`src/logic/bcd_defs.svh`:
```
// Constants for the bridge command decoder: codes, fields, reset values and timing.
// Notes on behaviour
// - Second-bit flag takes triplet second slot level
// - Direction flag takes triplet third slot choice
// - Exactly eight function command codes are recognised
// - Accepted command moves pointer to relevant register
// - Acknowledge valid bytes, withhold for invalid ones
// - Pointer codes F0h, E1h, C3h select registers
// - F0h resets all state, aborts line, always; receivedByte is kept
// - Global reset completes within 525 ns
// - Line released within 262.5 ns of reset
// - Reset sets reset flag, clears others, points status
// - Reset clears speed, active and strong pullup
// - E1h plus code moves pointer at any time
// - Invalid pointer code: no acknowledge, pointer kept
// - Pointer updates on acknowledge rising SCL edge
// - D2h plus byte loads settings, no line activity
// - Config upper nibble must invert lower nibble
// - Config reads back zero upper nibble
// - Busy line refuses config command and byte
// - Config commits on acknowledge rising SCL edge
// - Config write clears reset flag, points config
// - Busy flag high while line command runs
`ifndef BCD_DEFS_SVH
`define BCD_DEFS_SVH

`define BCD_CMD_DEVICE_RESET 8'hF0
`define BCD_CMD_SET_POINTER  8'hE1
`define BCD_CMD_WRITE_CONFIG 8'hD2
`define BCD_CMD_LINE_RESET   8'hB4
`define BCD_CMD_SINGLE_BIT   8'h87
`define BCD_CMD_WRITE_BYTE   8'hA5
`define BCD_CMD_READ_BYTE    8'h96
`define BCD_CMD_TRIPLET      8'h78

`define BCD_PTR_STATUS       8'hF0
`define BCD_PTR_READ_DATA    8'hE1
`define BCD_PTR_CONFIG       8'hC3

`define BCD_ST_BUSY          0
`define BCD_ST_PRESENCE      1
`define BCD_ST_SHORT         2
`define BCD_ST_LEVEL         3
`define BCD_ST_RESET         4
`define BCD_ST_SINGLE        5
`define BCD_ST_SECOND        6
`define BCD_ST_DIR           7

`define BCD_CFG_ACTIVE_PU    0
`define BCD_CFG_STRONG_PU    2
`define BCD_CFG_SPEED        3
`define BCD_CFG_RESET        4'h0

`define BCD_CLK_PERIOD_PS    8000
`define BCD_RESET_MAX_PS     525000
`define BCD_RELEASE_MAX_PS   262500
`define BCD_RESET_CYCLES     (`BCD_RESET_MAX_PS / `BCD_CLK_PERIOD_PS)
`define BCD_RELEASE_CYCLES   (`BCD_RELEASE_MAX_PS / `BCD_CLK_PERIOD_PS)

`endif

```
`src/logic/bcd_pkg.sv`:
```
// Types shared by the bridge command decoder.
package bcd_pkg;
  typedef enum logic [1:0] {PtrStatus, PtrReadData, PtrConfig} bcd_ptr_e;
  typedef enum logic [2:0] {
    LineNone, LineReset, LineSingle, LineWrite, LineRead, LineTriplet
  } bcd_line_e;
endpackage : bcd_pkg

```
`src/logic/bcd_command_decoder.sv`:
```
// Command decoder, read pointer and flag registers of the bridge.
`timescale 1ns/1ps
`include "bcd_defs.svh"
module bcd_command_decoder
#(
  parameter int RESET_CYCLES   = `BCD_RESET_CYCLES,
  parameter int RELEASE_CYCLES = `BCD_RELEASE_CYCLES
)
(
  // Clock, reset and clock enable
  input  wire logic       core_clk,
  input  wire logic       rst,
  input  wire logic       clkEn,
  // Byte stream from the serial framing logic
  input  wire logic       scl,
  input  wire logic       byteValid,
  input  wire logic [7:0] byteData,
  input  wire logic       firstByte,
  input  wire logic       ackSlot,
  // Acknowledge decision for the byte just received
  output logic            ackOk,
  // Line sequencer handshake
  input  wire logic       lineDone,
  input  wire logic       linePresence,
  input  wire logic       lineShort,
  input  wire logic       lineBit,
  input  wire logic       lineSecond,
  input  wire logic       lineDir,
  input  wire logic       lineLevel,
  input  wire logic [7:0] lineData,
  output logic            lineStart,
  output logic [2:0]      lineCmd,
  output logic [7:0]      lineParam,
  output logic            lineAbort,
  output logic            lineReleased,
  // Register views
  output logic [7:0]      bridgeFlags,
  output logic [7:0]      receivedByte,
  output logic [7:0]      lineSettings,
  output logic [7:0]      readValue,
  output logic [1:0]      readPointer,
  output logic            resetActive
);
  logic sclRise;
  logic sclFall;
  logic [7:0] pendCmd;
  logic       pendValid;
  logic       pendAck;
  logic [7:0] pendParam;
  logic       paramStage;
  logic       resetArm;
  logic [9:0] resetCnt;
  logic       lineBusy;
  logic       resetFlag;
  logic       presenceFound;
  logic       shortFound;
  logic       singleBitResult;
  logic       tripletSecondBit;
  logic       branchDir;
  logic       logicLevel;
  logic [3:0] cfgNib;
  logic [2:0] activeCmd;
  logic       resetDo;
  logic       cfgOk;
  logic       ptrOk;
  logic       paramOk;
  logic       cmdKnown;
  logic       needsParam;
  bcd_pkg::bcd_ptr_e ptr;
  bcd_pkg::bcd_ptr_e next_ptr;

  bcd_edge_detect sclEdges
  (
    .core_clk (core_clk),
    .rst      (rst),
    .clkEn    (clkEn),
    .level    (scl),
    .rise     (sclRise),
    .fall     (sclFall)
  );

  always_comb
  begin
    cmdKnown = 1'b0;
    needsParam = 1'b0;
    case (byteData)
      `BCD_CMD_DEVICE_RESET, `BCD_CMD_LINE_RESET, `BCD_CMD_READ_BYTE:
        cmdKnown = 1'b1;
      `BCD_CMD_SET_POINTER, `BCD_CMD_WRITE_CONFIG, `BCD_CMD_SINGLE_BIT,
      `BCD_CMD_WRITE_BYTE, `BCD_CMD_TRIPLET:
      begin
        cmdKnown = 1'b1;
        needsParam = 1'b1;
      end
      default:
        cmdKnown = 1'b0;
    endcase
  end

  // Line commands other than device reset and pointer set need an idle line.
  function automatic logic needsIdle(input logic [7:0] c);
    needsIdle = (c != `BCD_CMD_DEVICE_RESET) && (c != `BCD_CMD_SET_POINTER);
  endfunction : needsIdle

  assign ptrOk = (byteData == `BCD_PTR_STATUS) || (byteData == `BCD_PTR_READ_DATA) ||
                 (byteData == `BCD_PTR_CONFIG);
  assign cfgOk = (byteData[7:4] == ~byteData[3:0]);
  assign paramOk = (pendCmd == `BCD_CMD_SET_POINTER) ? ptrOk :
                   (pendCmd == `BCD_CMD_WRITE_CONFIG) ? cfgOk : 1'b1;

  // Decide the acknowledge as each byte completes.
  always_ff @(posedge core_clk or posedge rst)
  begin
    if (rst)
    begin
      ackOk <= 1'b0;
      pendValid <= 1'b0;
      pendAck <= 1'b0;
      pendCmd <= 8'h00;
      pendParam <= 8'h00;
      paramStage <= 1'b0;
    end
    else if (clkEn)
    begin
      if (byteValid)
      begin
        if (firstByte || !paramStage)
        begin
          pendCmd <= byteData;
          pendParam <= 8'h00;
          if (!cmdKnown)
            ackOk <= 1'b0;
          else if (needsIdle(byteData) && lineBusy)
            ackOk <= 1'b0;
          else
            ackOk <= 1'b1;
          pendAck <= cmdKnown && !(needsIdle(byteData) && lineBusy);
          pendValid <= cmdKnown && !needsParam && !(needsIdle(byteData) && lineBusy);
          paramStage <= cmdKnown && needsParam;
        end
        else
        begin
          pendParam <= byteData;
          paramStage <= 1'b0;
          // A command refused while the line is busy still owns its parameter, so that byte is refused too.
          ackOk <= pendAck && paramOk;
          pendValid <= pendAck && paramOk;
        end
      end
      else if (ackSlot && sclFall)
        pendValid <= 1'b0;
    end
  end

  // Commands take effect on the rising SCL edge of their acknowledge bit.
  assign resetDo = clkEn && ackSlot && sclRise && pendValid &&
                   (pendCmd == `BCD_CMD_DEVICE_RESET);

  always_ff @(posedge core_clk or posedge rst)
  begin
    if (rst)
    begin
      resetArm <= 1'b0;
      resetCnt <= 10'h000;
      resetActive <= 1'b0;
      lineAbort <= 1'b0;
      lineReleased <= 1'b1;
    end
    else if (clkEn)
    begin
      if (resetDo)
      begin
        resetArm <= 1'b1;
        lineAbort <= 1'b1;
        lineReleased <= 1'b0;
      end
      if (resetArm && ackSlot == 1'b0)
      begin
        resetArm <= 1'b0;
        resetActive <= 1'b1;
        resetCnt <= 10'h000;
      end
      if (resetActive)
      begin
        resetCnt <= resetCnt + 10'h001;
        if (resetCnt == 10'(RELEASE_CYCLES - 2))
        begin
          lineAbort <= 1'b0;
          lineReleased <= 1'b1;
        end
        if (resetCnt == 10'(RESET_CYCLES - 2))
          resetActive <= 1'b0;
      end
    end
  end

  // Read pointer.
  always_comb
  begin
    next_ptr = ptr;
    if (clkEn && ackSlot && sclRise && pendValid)
    begin
      case (pendCmd)
        `BCD_CMD_SET_POINTER:
        begin
          case (pendParam)
            `BCD_PTR_READ_DATA: next_ptr = bcd_pkg::PtrReadData;
            `BCD_PTR_CONFIG: next_ptr = bcd_pkg::PtrConfig;
            default: next_ptr = bcd_pkg::PtrStatus;
          endcase
        end
        `BCD_CMD_WRITE_CONFIG: next_ptr = bcd_pkg::PtrConfig;
        default: next_ptr = bcd_pkg::PtrStatus;
      endcase
    end
  end

  always_ff @(posedge core_clk or posedge rst)
  begin
    if (rst)
      ptr <= bcd_pkg::PtrStatus;
    else if (clkEn)
      ptr <= resetDo ? bcd_pkg::PtrStatus : next_ptr;
  end

  // Configuration nibble; strong pullup drops when a line reset, read byte or triplet command launches.
  always_ff @(posedge core_clk or posedge rst)
  begin
    if (rst)
      cfgNib <= `BCD_CFG_RESET;
    else if (clkEn)
    begin
      if (resetDo)
        cfgNib <= `BCD_CFG_RESET;
      else if (ackSlot && sclRise && pendValid && pendCmd == `BCD_CMD_WRITE_CONFIG)
        cfgNib <= {pendParam[3:2], 1'b0, pendParam[0]};
      else if (lineStart && activeCmd != bcd_pkg::LineWrite &&
               activeCmd != bcd_pkg::LineSingle)
        cfgNib[`BCD_CFG_STRONG_PU] <= 1'b0;
    end
  end

  // Line command launch and busy flag.
  always_ff @(posedge core_clk or posedge rst)
  begin
    if (rst)
    begin
      lineStart <= 1'b0;
      lineCmd <= 3'(bcd_pkg::LineNone);
      lineParam <= 8'h00;
      lineBusy <= 1'b0;
      activeCmd <= 3'(bcd_pkg::LineNone);
    end
    else if (clkEn)
    begin
      lineStart <= 1'b0;
      if (resetDo)
      begin
        lineBusy <= 1'b0;
        activeCmd <= 3'(bcd_pkg::LineNone);
      end
      else if (ackSlot && sclRise && pendValid && !lineBusy)
      begin
        case (pendCmd)
          `BCD_CMD_LINE_RESET: activeCmd <= 3'(bcd_pkg::LineReset);
          `BCD_CMD_SINGLE_BIT: activeCmd <= 3'(bcd_pkg::LineSingle);
          `BCD_CMD_WRITE_BYTE: activeCmd <= 3'(bcd_pkg::LineWrite);
          `BCD_CMD_READ_BYTE: activeCmd <= 3'(bcd_pkg::LineRead);
          `BCD_CMD_TRIPLET: activeCmd <= 3'(bcd_pkg::LineTriplet);
          default: activeCmd <= 3'(bcd_pkg::LineNone);
        endcase
        case (pendCmd)
          `BCD_CMD_LINE_RESET, `BCD_CMD_SINGLE_BIT, `BCD_CMD_WRITE_BYTE,
          `BCD_CMD_READ_BYTE, `BCD_CMD_TRIPLET:
          begin
            lineBusy <= 1'b1;
            lineStart <= 1'b1;
            lineParam <= pendParam;
          end
          default: lineBusy <= lineBusy;
        endcase
      end
      else if (lineBusy && lineDone)
        lineBusy <= 1'b0;
      if (lineStart)
        lineCmd <= activeCmd;
    end
  end

  // Status flags written back by the line sequencer.
  always_ff @(posedge core_clk or posedge rst)
  begin
    if (rst)
    begin
      resetFlag <= 1'b1;
      presenceFound <= 1'b0;
      shortFound <= 1'b0;
      singleBitResult <= 1'b0;
      tripletSecondBit <= 1'b0;
      branchDir <= 1'b0;
      logicLevel <= 1'b0;
      receivedByte <= 8'h00;
    end
    else if (clkEn)
    begin
      logicLevel <= lineLevel;
      if (resetDo)
      begin
        resetFlag <= 1'b1;
        presenceFound <= 1'b0;
        shortFound <= 1'b0;
        singleBitResult <= 1'b0;
        tripletSecondBit <= 1'b0;
        branchDir <= 1'b0;
      end
      else
      begin
        if (ackSlot && sclRise && pendValid && pendCmd == `BCD_CMD_WRITE_CONFIG)
          resetFlag <= 1'b0;
        if (lineBusy && lineDone)
        begin
          case (activeCmd)
            3'(bcd_pkg::LineReset):
            begin
              presenceFound <= linePresence && !lineShort;
              shortFound <= lineShort;
            end
            3'(bcd_pkg::LineSingle): singleBitResult <= lineBit;
            3'(bcd_pkg::LineRead): receivedByte <= lineData;
            3'(bcd_pkg::LineTriplet):
            begin
              singleBitResult <= lineBit;
              tripletSecondBit <= lineSecond;
              branchDir <= lineDir;
            end
            default: receivedByte <= receivedByte;
          endcase
        end
      end
    end
  end

  // Registered register views and the byte at the read pointer.
  always_ff @(posedge core_clk or posedge rst)
  begin
    if (rst)
    begin
      bridgeFlags <= 8'h10;
      lineSettings <= 8'h00;
      readValue <= 8'h10;
      readPointer <= 2'h0;
    end
    else if (clkEn)
    begin
      bridgeFlags <= {branchDir, tripletSecondBit, singleBitResult, resetFlag,
                      logicLevel, shortFound, presenceFound, lineBusy};
      lineSettings <= {4'h0, cfgNib};
      readPointer <= 2'(ptr);
      case (ptr)
        bcd_pkg::PtrReadData: readValue <= receivedByte;
        bcd_pkg::PtrConfig: readValue <= {4'h0, cfgNib};
        default: readValue <= {branchDir, tripletSecondBit, singleBitResult, resetFlag,
                               logicLevel, shortFound, presenceFound, lineBusy};
      endcase
    end
  end
endmodule : bcd_command_decoder

```
`src/logic/bcd_edge_detect.sv`:
```
// Rising and falling edge detector for a synchronous input.
`timescale 1ns/1ps
module bcd_edge_detect
(
  // Clock and reset
  input  wire logic core_clk,
  input  wire logic rst,
  input  wire logic clkEn,
  // Sampled level and edges
  input  wire logic level,
  output logic      rise,
  output logic      fall
);
  logic last;

  always_ff @(posedge core_clk or posedge rst)
  begin
    if (rst)
      last <= 1'b1;
    else if (clkEn)
      last <= level;
  end

  assign rise = clkEn && level && !last;
  assign fall = clkEn && !level && last;
endmodule : bcd_edge_detect

```
`config.mk`:
```
export PLATFORM = sky130hd
export DESIGN_NAME = bcd_command_decoder
export DESIGN_NICKNAME = d
export VERILOG_FILES = /design/src/logic/bcd_pkg.sv /design/src/logic/bcd_command_decoder.sv /design/src/logic/bcd_edge_detect.sv
export VERILOG_INCLUDE_DIRS = /design/src /design/src/logic
export SDC_FILE = /design/constraint.sdc
export NUM_CORES = 1
export LEC_CHECK = 0
export BUFFER_PORTS_ARGS = -buffer_cell sky130_fd_sc_hd__buf_4
export CORE_MARGIN = 1
export CORE_UTILIZATION = 30
export DETAILED_ROUTE_END_ITERATION = 6
export PLACE_DENSITY = 0.54
export SLEW_MARGIN = 20
export SYNTH_ARGS = -nofsm -noshare
export SYNTH_HDL_FRONTEND = slang
export SYNTH_SLANG_ARGS = --single-unit
```
`constraint.sdc`:
```
create_clock -name core_clk -period 3.08 [get_ports core_clk]
set_clock_uncertainty 0.15 [all_clocks]
set_input_delay 0.616 -clock core_clk [delete_from_list [all_inputs] [get_ports core_clk]]
set_output_delay 0.616 -clock core_clk [all_outputs]
set_load 0.1 [all_outputs]
```
======== Word level (Yosys, flattened, before mapping) ========
Cells that the tools add are included.
cells by class
  equal/unequal tests ..................... 33
  $lt $le $gt $ge ......................... 0
  multiplexer cells ....................... 62
  $add $sub $neg .......................... 1
  reductions and logical operators ........ 67
  shifts and indexed selects .............. 0
  multipliers ............................. 0
  bitwise operators ....................... 3
  divide/modulo/power cells ............... 0
operators by type and width
  cell                                                               count
  8-bit == test (second input constant)                              17
  1-bit two-way mux                                                  49
  1-bit logical AND                                                  25
  10-bit two-way mux                                                 2
  2-bit nonzero test                                                 10
  2-bit AND reduction                                                9
  8-bit by 7-bit == test with 1-bit output (second input constant)   2
  8-bit != test (second input constant)                              2
  8-bit one-hot mux with 2 select lines                              1
  3-bit one-hot mux with 5 select lines                              1
  3-bit AND reduction                                                5
  10-bit by 1-bit adder with 10-bit output (second input constant)   1
  10-bit by 5-bit == test with 1-bit output (second input constant)  1
  10-bit by 6-bit == test with 1-bit output (second input constant)  1
  5-bit OR reduction                                                 2
  3-bit by 2-bit != test with 1-bit output (second input constant)   3
  8-bit two-way mux                                                  1
  2-bit one-hot mux with 2 select lines                              2
  4-bit AND reduction                                                2
  8-bit OR reduction                                                 1
  1-bit logical NOT                                                  7
  3-bit == test (second input constant)                              2
  2-bit two-way mux                                                  3
  3-bit two-way mux                                                  2
  other kinds (11)                                                   15
word-level totals
  word-level logic and storage cells ...... 198
  bits in registers ....................... 94
  output and inout port bits .............. 50
  input port bits ......................... 30
  bits in latches ......................... 0
  memory bits (writable) .................. 0
  memories ................................ 0
  memory bits (read-only) ................. 0

======== Longest topological paths before layout ========
  word-level depth ........................ 8
  depth in mapped cells ................... 7

======== Hierarchy ========
Synthesis repeated with hierarchy kept, for this count alone.
unflattened totals
  cell total of the unflattened synthesis .. 376
  area total of the unflattened synthesis .. 4335.4 um^2
modules (own cells, without submodules)
  module               cells an instance  instances  area each (um^2)  sequential area each (um^2)
  bcd_command_decoder  371                1          4270.3            2282.2
  bcd_edge_detect      5                  1          65.1              26.3

======== Worst setup path after synthesis ========
No wires, ideal clock.
  path kind ............................... input to register
  start ................................... in scl
  end ..................................... reg lineParam[0]
  setup slack ............................. 886 ps
  cell stages on the path ................. 5
  arrival ................................. 1918 ps
  library setup time ...................... 125 ps
  cells stage by stage .................... nor2b_1 -> nand4_4 -> nor3b_4 -> a21boi_4 -> mux2_2
on the way
  longest elaborated chain between the ends .. 7
  elaborated cells on any way between the ends .. 10
ends and longest elaborated chain
  item                               line                        RTL
  start: declaration                 bcd_command_decoder.sv:15   input wire logic scl,
  1-bit logical AND * (2 in series)  bcd_edge_detect.sv:24       assign rise = clkEn && level && !last;
  1-bit logical AND (3 in series)    bcd_command_decoder.sv:156  assign resetDo = clkEn && ackSlot && sclRise && pendValid &&
  1-bit NOT (no line)                n/a
  4-bit AND reduction (no line) *    n/a
  end signal: assignment             bcd_command_decoder.sv:278  lineParam <= pendParam;
  end: declaration                   bcd_command_decoder.sv:33   output logic [7:0] lineParam,
Mark *: on every way between the ends. The rest lies on a longest branch, timed or not.
A chain may end at the register's enable or synchronous reset.

======== Worst setup path after layout ========
  start ................................... reg pendCmd[1]
  end ..................................... reg lineParam[3]
on the way
  longest elaborated chain between the ends .. 4
  elaborated cells on any way between the ends .. 10
ends and longest elaborated chain
  item                                                                   line                        RTL
  start: declaration                                                     bcd_command_decoder.sv:46   logic [7:0] pendCmd;
  start signal: assignment                                               bcd_command_decoder.sv:129  pendCmd <= byteData;
  parallel branches: the longest is 3 deep, another holds 8-bit == test  n/a
  4-bit AND reduction (no line) *                                        n/a
Every way passes the cells marked *.

==> flow_metrics.py <==
metrics = {
    "critical_path": {
        "r2r-end": "lineParam[3]",
        "worst_setup_path_start_kind": "flip-flop",
        "crit_arrival_ps": 2230,
        "path_delay_family": "simple AND/OR/NAND/NOR gates",
        "cpMaxStageDelayCell": "dfrtp_1",
        "cp.required_ps": 3160,
        "rr_worst_depth": 5,
        "end_kind": "flip-flop",
        "cp_cell_sequence": "and4bb_2 -> nand2_4 -> nor3b_4 -> a21boi_4 -> mux2_2",
        "cp_max_fo": 10,
        "cp_slowest_stage_delay_ps": 430,
        "rrSetupSlack_ps": 930,
        "worstReg2RegStart": "pendCmd[1]",
        "cp_num_buf_inv": 0,
        "path_class": "flip-flop to flip-flop",
        "crit_cells": 5,
    },
    "synthesis": {
        "synth_top_family_by_area": "simple AND/OR/NAND/NOR gates",
        "async_flop_share_pct": 100,
        "syn_area_per_cell_sq_um": 11.5,
        "yosysSeqAreaShare_pct": 53.6,
        "muxShareOfSynthArea_pct": 12.7,
        "ys_types": 56,
        "synthSimpleGateAreaFrac_pct": 15.1,
        "synth_warnings": 0,
        "postSynthCellCount": 375,
        "netlist_area_sq_mm": 0.00431,
        "synth_compound_area_share_pct": 12.0,
        "synth_fa_ha_area_share_pct": 1.16,
        "synth_xor_area_share_pct": 2.03,
        "synth_edf_count": 0,
        "ys_ff_latch": 92,
        "synth_ff_type": "dfrtp_1",
    },
    "pwr": {
        "p_leak_nw": 2.51,
        "finalPower_w": 0.00262,
        "vdd_drop_max_v": 0.000240,
        "p_per_area_mw_per_mm2": 488,
    },
    "timing": {
        "setup_slack_ps": 929,
        "relSlewSlack_pct": 52.3,
        "period_share_pct": 69.9,
        "period_needed_ps": 2150,
        "finalMaxSlewViolations": 0,
        "fin_tns_setup_ps": 0,
        "finalHoldViolCount": 0,
        "setup_viol": 0,
        "worst-slew-pin-transition_ps": 714,
        "rsz0062_at_grt": "false",
        "fmax_ghz": 0.465,
    },
    "place": {
        "port_buffers": 74,
        "dp_slack_ps": 587,
        "routabilityCongestion": 0.736,
        "placedCellCount": 622,
        "dp_hpwl_mm": 7.19,
    },
    "floorplan": {
        "core_sq_mm": 0.0139,
        "die-area_sq_mm": 0.0148,
        "rows": 43,
        "start_util_pct": 30.9,
        "boundaryPins": 80,
        "die_width_um": 122,
        "die_y_um": 122,
    },
    "global_routing": {
        "grt_pass1_vias": 3153,
        "gr-total-overflow": 0,
        "grt.total_usage_pct": 14.4,
        "grt_pass1_wl_mm": 16.2,
        "antenna_found_initial": 0,
        "grt_max_degree": 44,
    },
    "drt": {
        "drt_iter0_drc": 159,
        "via_count": 3090,
        "viasPerCell": 4.84,
        "routedWlPerCell_um": 15.2,
        "firstDrtPassIters": 4,
        "post-route-drc-count": 0,
        "wirelength_mm": 9.71,
        "antenna_left": 0,
    },
    "job": {
        "drv_cap": 0,
    },
    "final_layout": {
        "regArea_sq_mm": 0.00231,
        "antennaDiodeCount": 0,
        "fillers": 1368,
        "layout-drive-gt1-share_pct": 34.3,
        "area_growth_pct": 24.7,
        "instances_no_fill": 638,
        "nNetsFinal": 487,
        "multi_input_area_sq_mm": 0.00187,
    },
    "clock_network": {
        "cts.htree.levels": 3,
        "cts_tree": "done",
        "root_buffer": "clkbuf_16",
        "clk_latency_ps": 340,
        "cts_setup_buffers": 0,
        "cts_buffer_depth": 2,
        "clock_sinks": 92,
        "cts_buffers": 9,
        "cts.clk_slew.worst_paths_ps": 60,
        "ctsHoldBuffers": 0,
        "cts.repair.resized": 0,
    },
    "run_status": {
        "status": "completed",
    },
    "min_path": {
        "min_path_type": "primary input to asynchronous set/reset pin",
    },
}
==> state kept, by name, summed over array words and instances, names as in the netlist, 3 cells and up <==
signal,flops
cfgNib,3
readValue,8
lineParam,8
lineSettings,3
pendCmd,8
receivedByte,8
bridgeFlags,8
resetCnt,10
pendParam,8
activeCmd,3
lineCmd,3
==> power by group <==
part	internal [W]	switching, W
logic	0.0000890	0.000174
registers	0.00124	0.0000264
clock network	0.000629	0.000465
==> cell usage in the layout (no fill, tap or decap), types with 3 or more instances in the layout <==
| cell | netlist | final |
|---|---|---|
| nor3_1 | 3 | 3 |
| nand3_1 | 5 | 5 |
| a22oi_1 | 3 | 3 |
| nor2_1 | 29 | 29 |
| mux2i_1 | 4 | 4 |
| ha_1 | 4 | 4 |
| a21oi_1 | 18 | 18 |
| a21o_1 | 3 | 3 |
| dfstp_2 | 5 | 5 |
| mux2_2 | 45 | 45 |
| clkinvlp_4 | 0 | 3 |
| nand4bb_1 | 3 | 3 |
| dfrtp_1 | 87 | 87 |
| nand2_1 | 30 | 30 |
| nand3b_1 | 6 | 6 |
| xnor2_1 | 6 | 6 |
| buf_4 | 5 | 78 |
| nor2b_1 | 4 | 4 |
| conb_1 | 1 | 5 |
| clkbuf_16 | 0 | 9 |
| o21ai_0 | 19 | 19 |
| nand2b_1 | 6 | 6 |
| a22o_1 | 13 | 13 |
| xor2_1 | 4 | 4 |
| or3_1 | 5 | 5 |
| inv_1 | 16 | 15 |
| and4bb_2 | 3 | 3 |
==> worst max path at each step <==
stage | end | start
after floorplan | lineParam[0] | scl
after global placement | lineParam[7] | scl
after detailed placement | lineParam[7] | scl
after CTS | lineParam[7] | pendCmd[1]
after global routing | lineParam[0] | pendCmd[1]
final | lineParam[3] | pendCmd[1]
==> metrics by stage <==
| stage | hold slack [ps] | instance area, sq um | util [%] |
|---|---|---|---|
| after global placement | 316 | 5070 | 36.4 |
| after detailed placement | 325 | 5070 | 36.4 |
| after floorplan | 299 | 4320 | - |
| after global routing | 194 | 5370 | 38.5 |
| after CTS | 175 | 5370 | 38.5 |
| final | 160 | 5370 | 38.5 |
==> area by class of cell <==
| type | count | share of cell area, % |
|---|---|---|
| Clock inverter | 6 | 1.19 |
| Clock buffer | 10 | 4.27 |
| Timing Repair Buffer | 79 | 11.3 |
| Multi-Input combinational cell | 255 | 34.9 |
| Tap cell | 180 | 4.20 |
| Sequential cell | 92 | 43.0 |
| Inverter | 16 | 1.19 |
==> synthesized netlist by cell type (2+ instances only) <==
cell type	instances	area [sq um]
o21a_1	2	15.0
a21o_1	3	22.5
a211o_1	2	17.5
inv_1	16	60.1
dfstp_2	5	131
xor2_1	4	35.0
o41ai_1	2	17.5
nand4bb_1	3	33.8
mux2_2	45	507
nand3b_1	6	45.0
o21ai_0	19	95.1
a31oi_1	2	12.5
nor3_1	3	15.0
nand2_1	30	113
a22oi_1	3	22.5
and4bb_2	3	37.5
nor4_1	2	12.5
buf_4	5	37.5
nor2b_1	4	25.0
o21bai_1	2	15.0
clkbuf_1	9	33.8
xnor2_1	6	52.6
dfrtp_1	87	2180
and2_1	2	12.5
or3_1	5	31.3
mux2i_1	4	40.0
a21oi_1	18	90.1
o2111ai_1	2	17.5
nor2_1	29	109
nand2b_1	6	37.5
a22o_1	13	114
ha_1	4	50.1
nand3_1	5	25.0
a32o_1	2	20.0
==> per-layer routing <==
layer	wire length (um)	GRT usage (%)	vias up
met3	434	4.17	13
met1	4710	19.3	1515
met5	0	0	-
li1	-	-	1488
met4	168	4.48	0
met2	4390	22.1	74
==> kinds of logic (layout without fill, tap and decap cells) <==
group	after synthesis	count (layout)
buffers and inverters	32	111
xor gates and xnor gates	10	10
AOI/OAI and AO/OA	76	76
adders and majority gates	4	4
other	1	5
DFF	92	92
muxes	49	49
and+or+nand+nor	111	111
(Power assumes the default switching activity.)
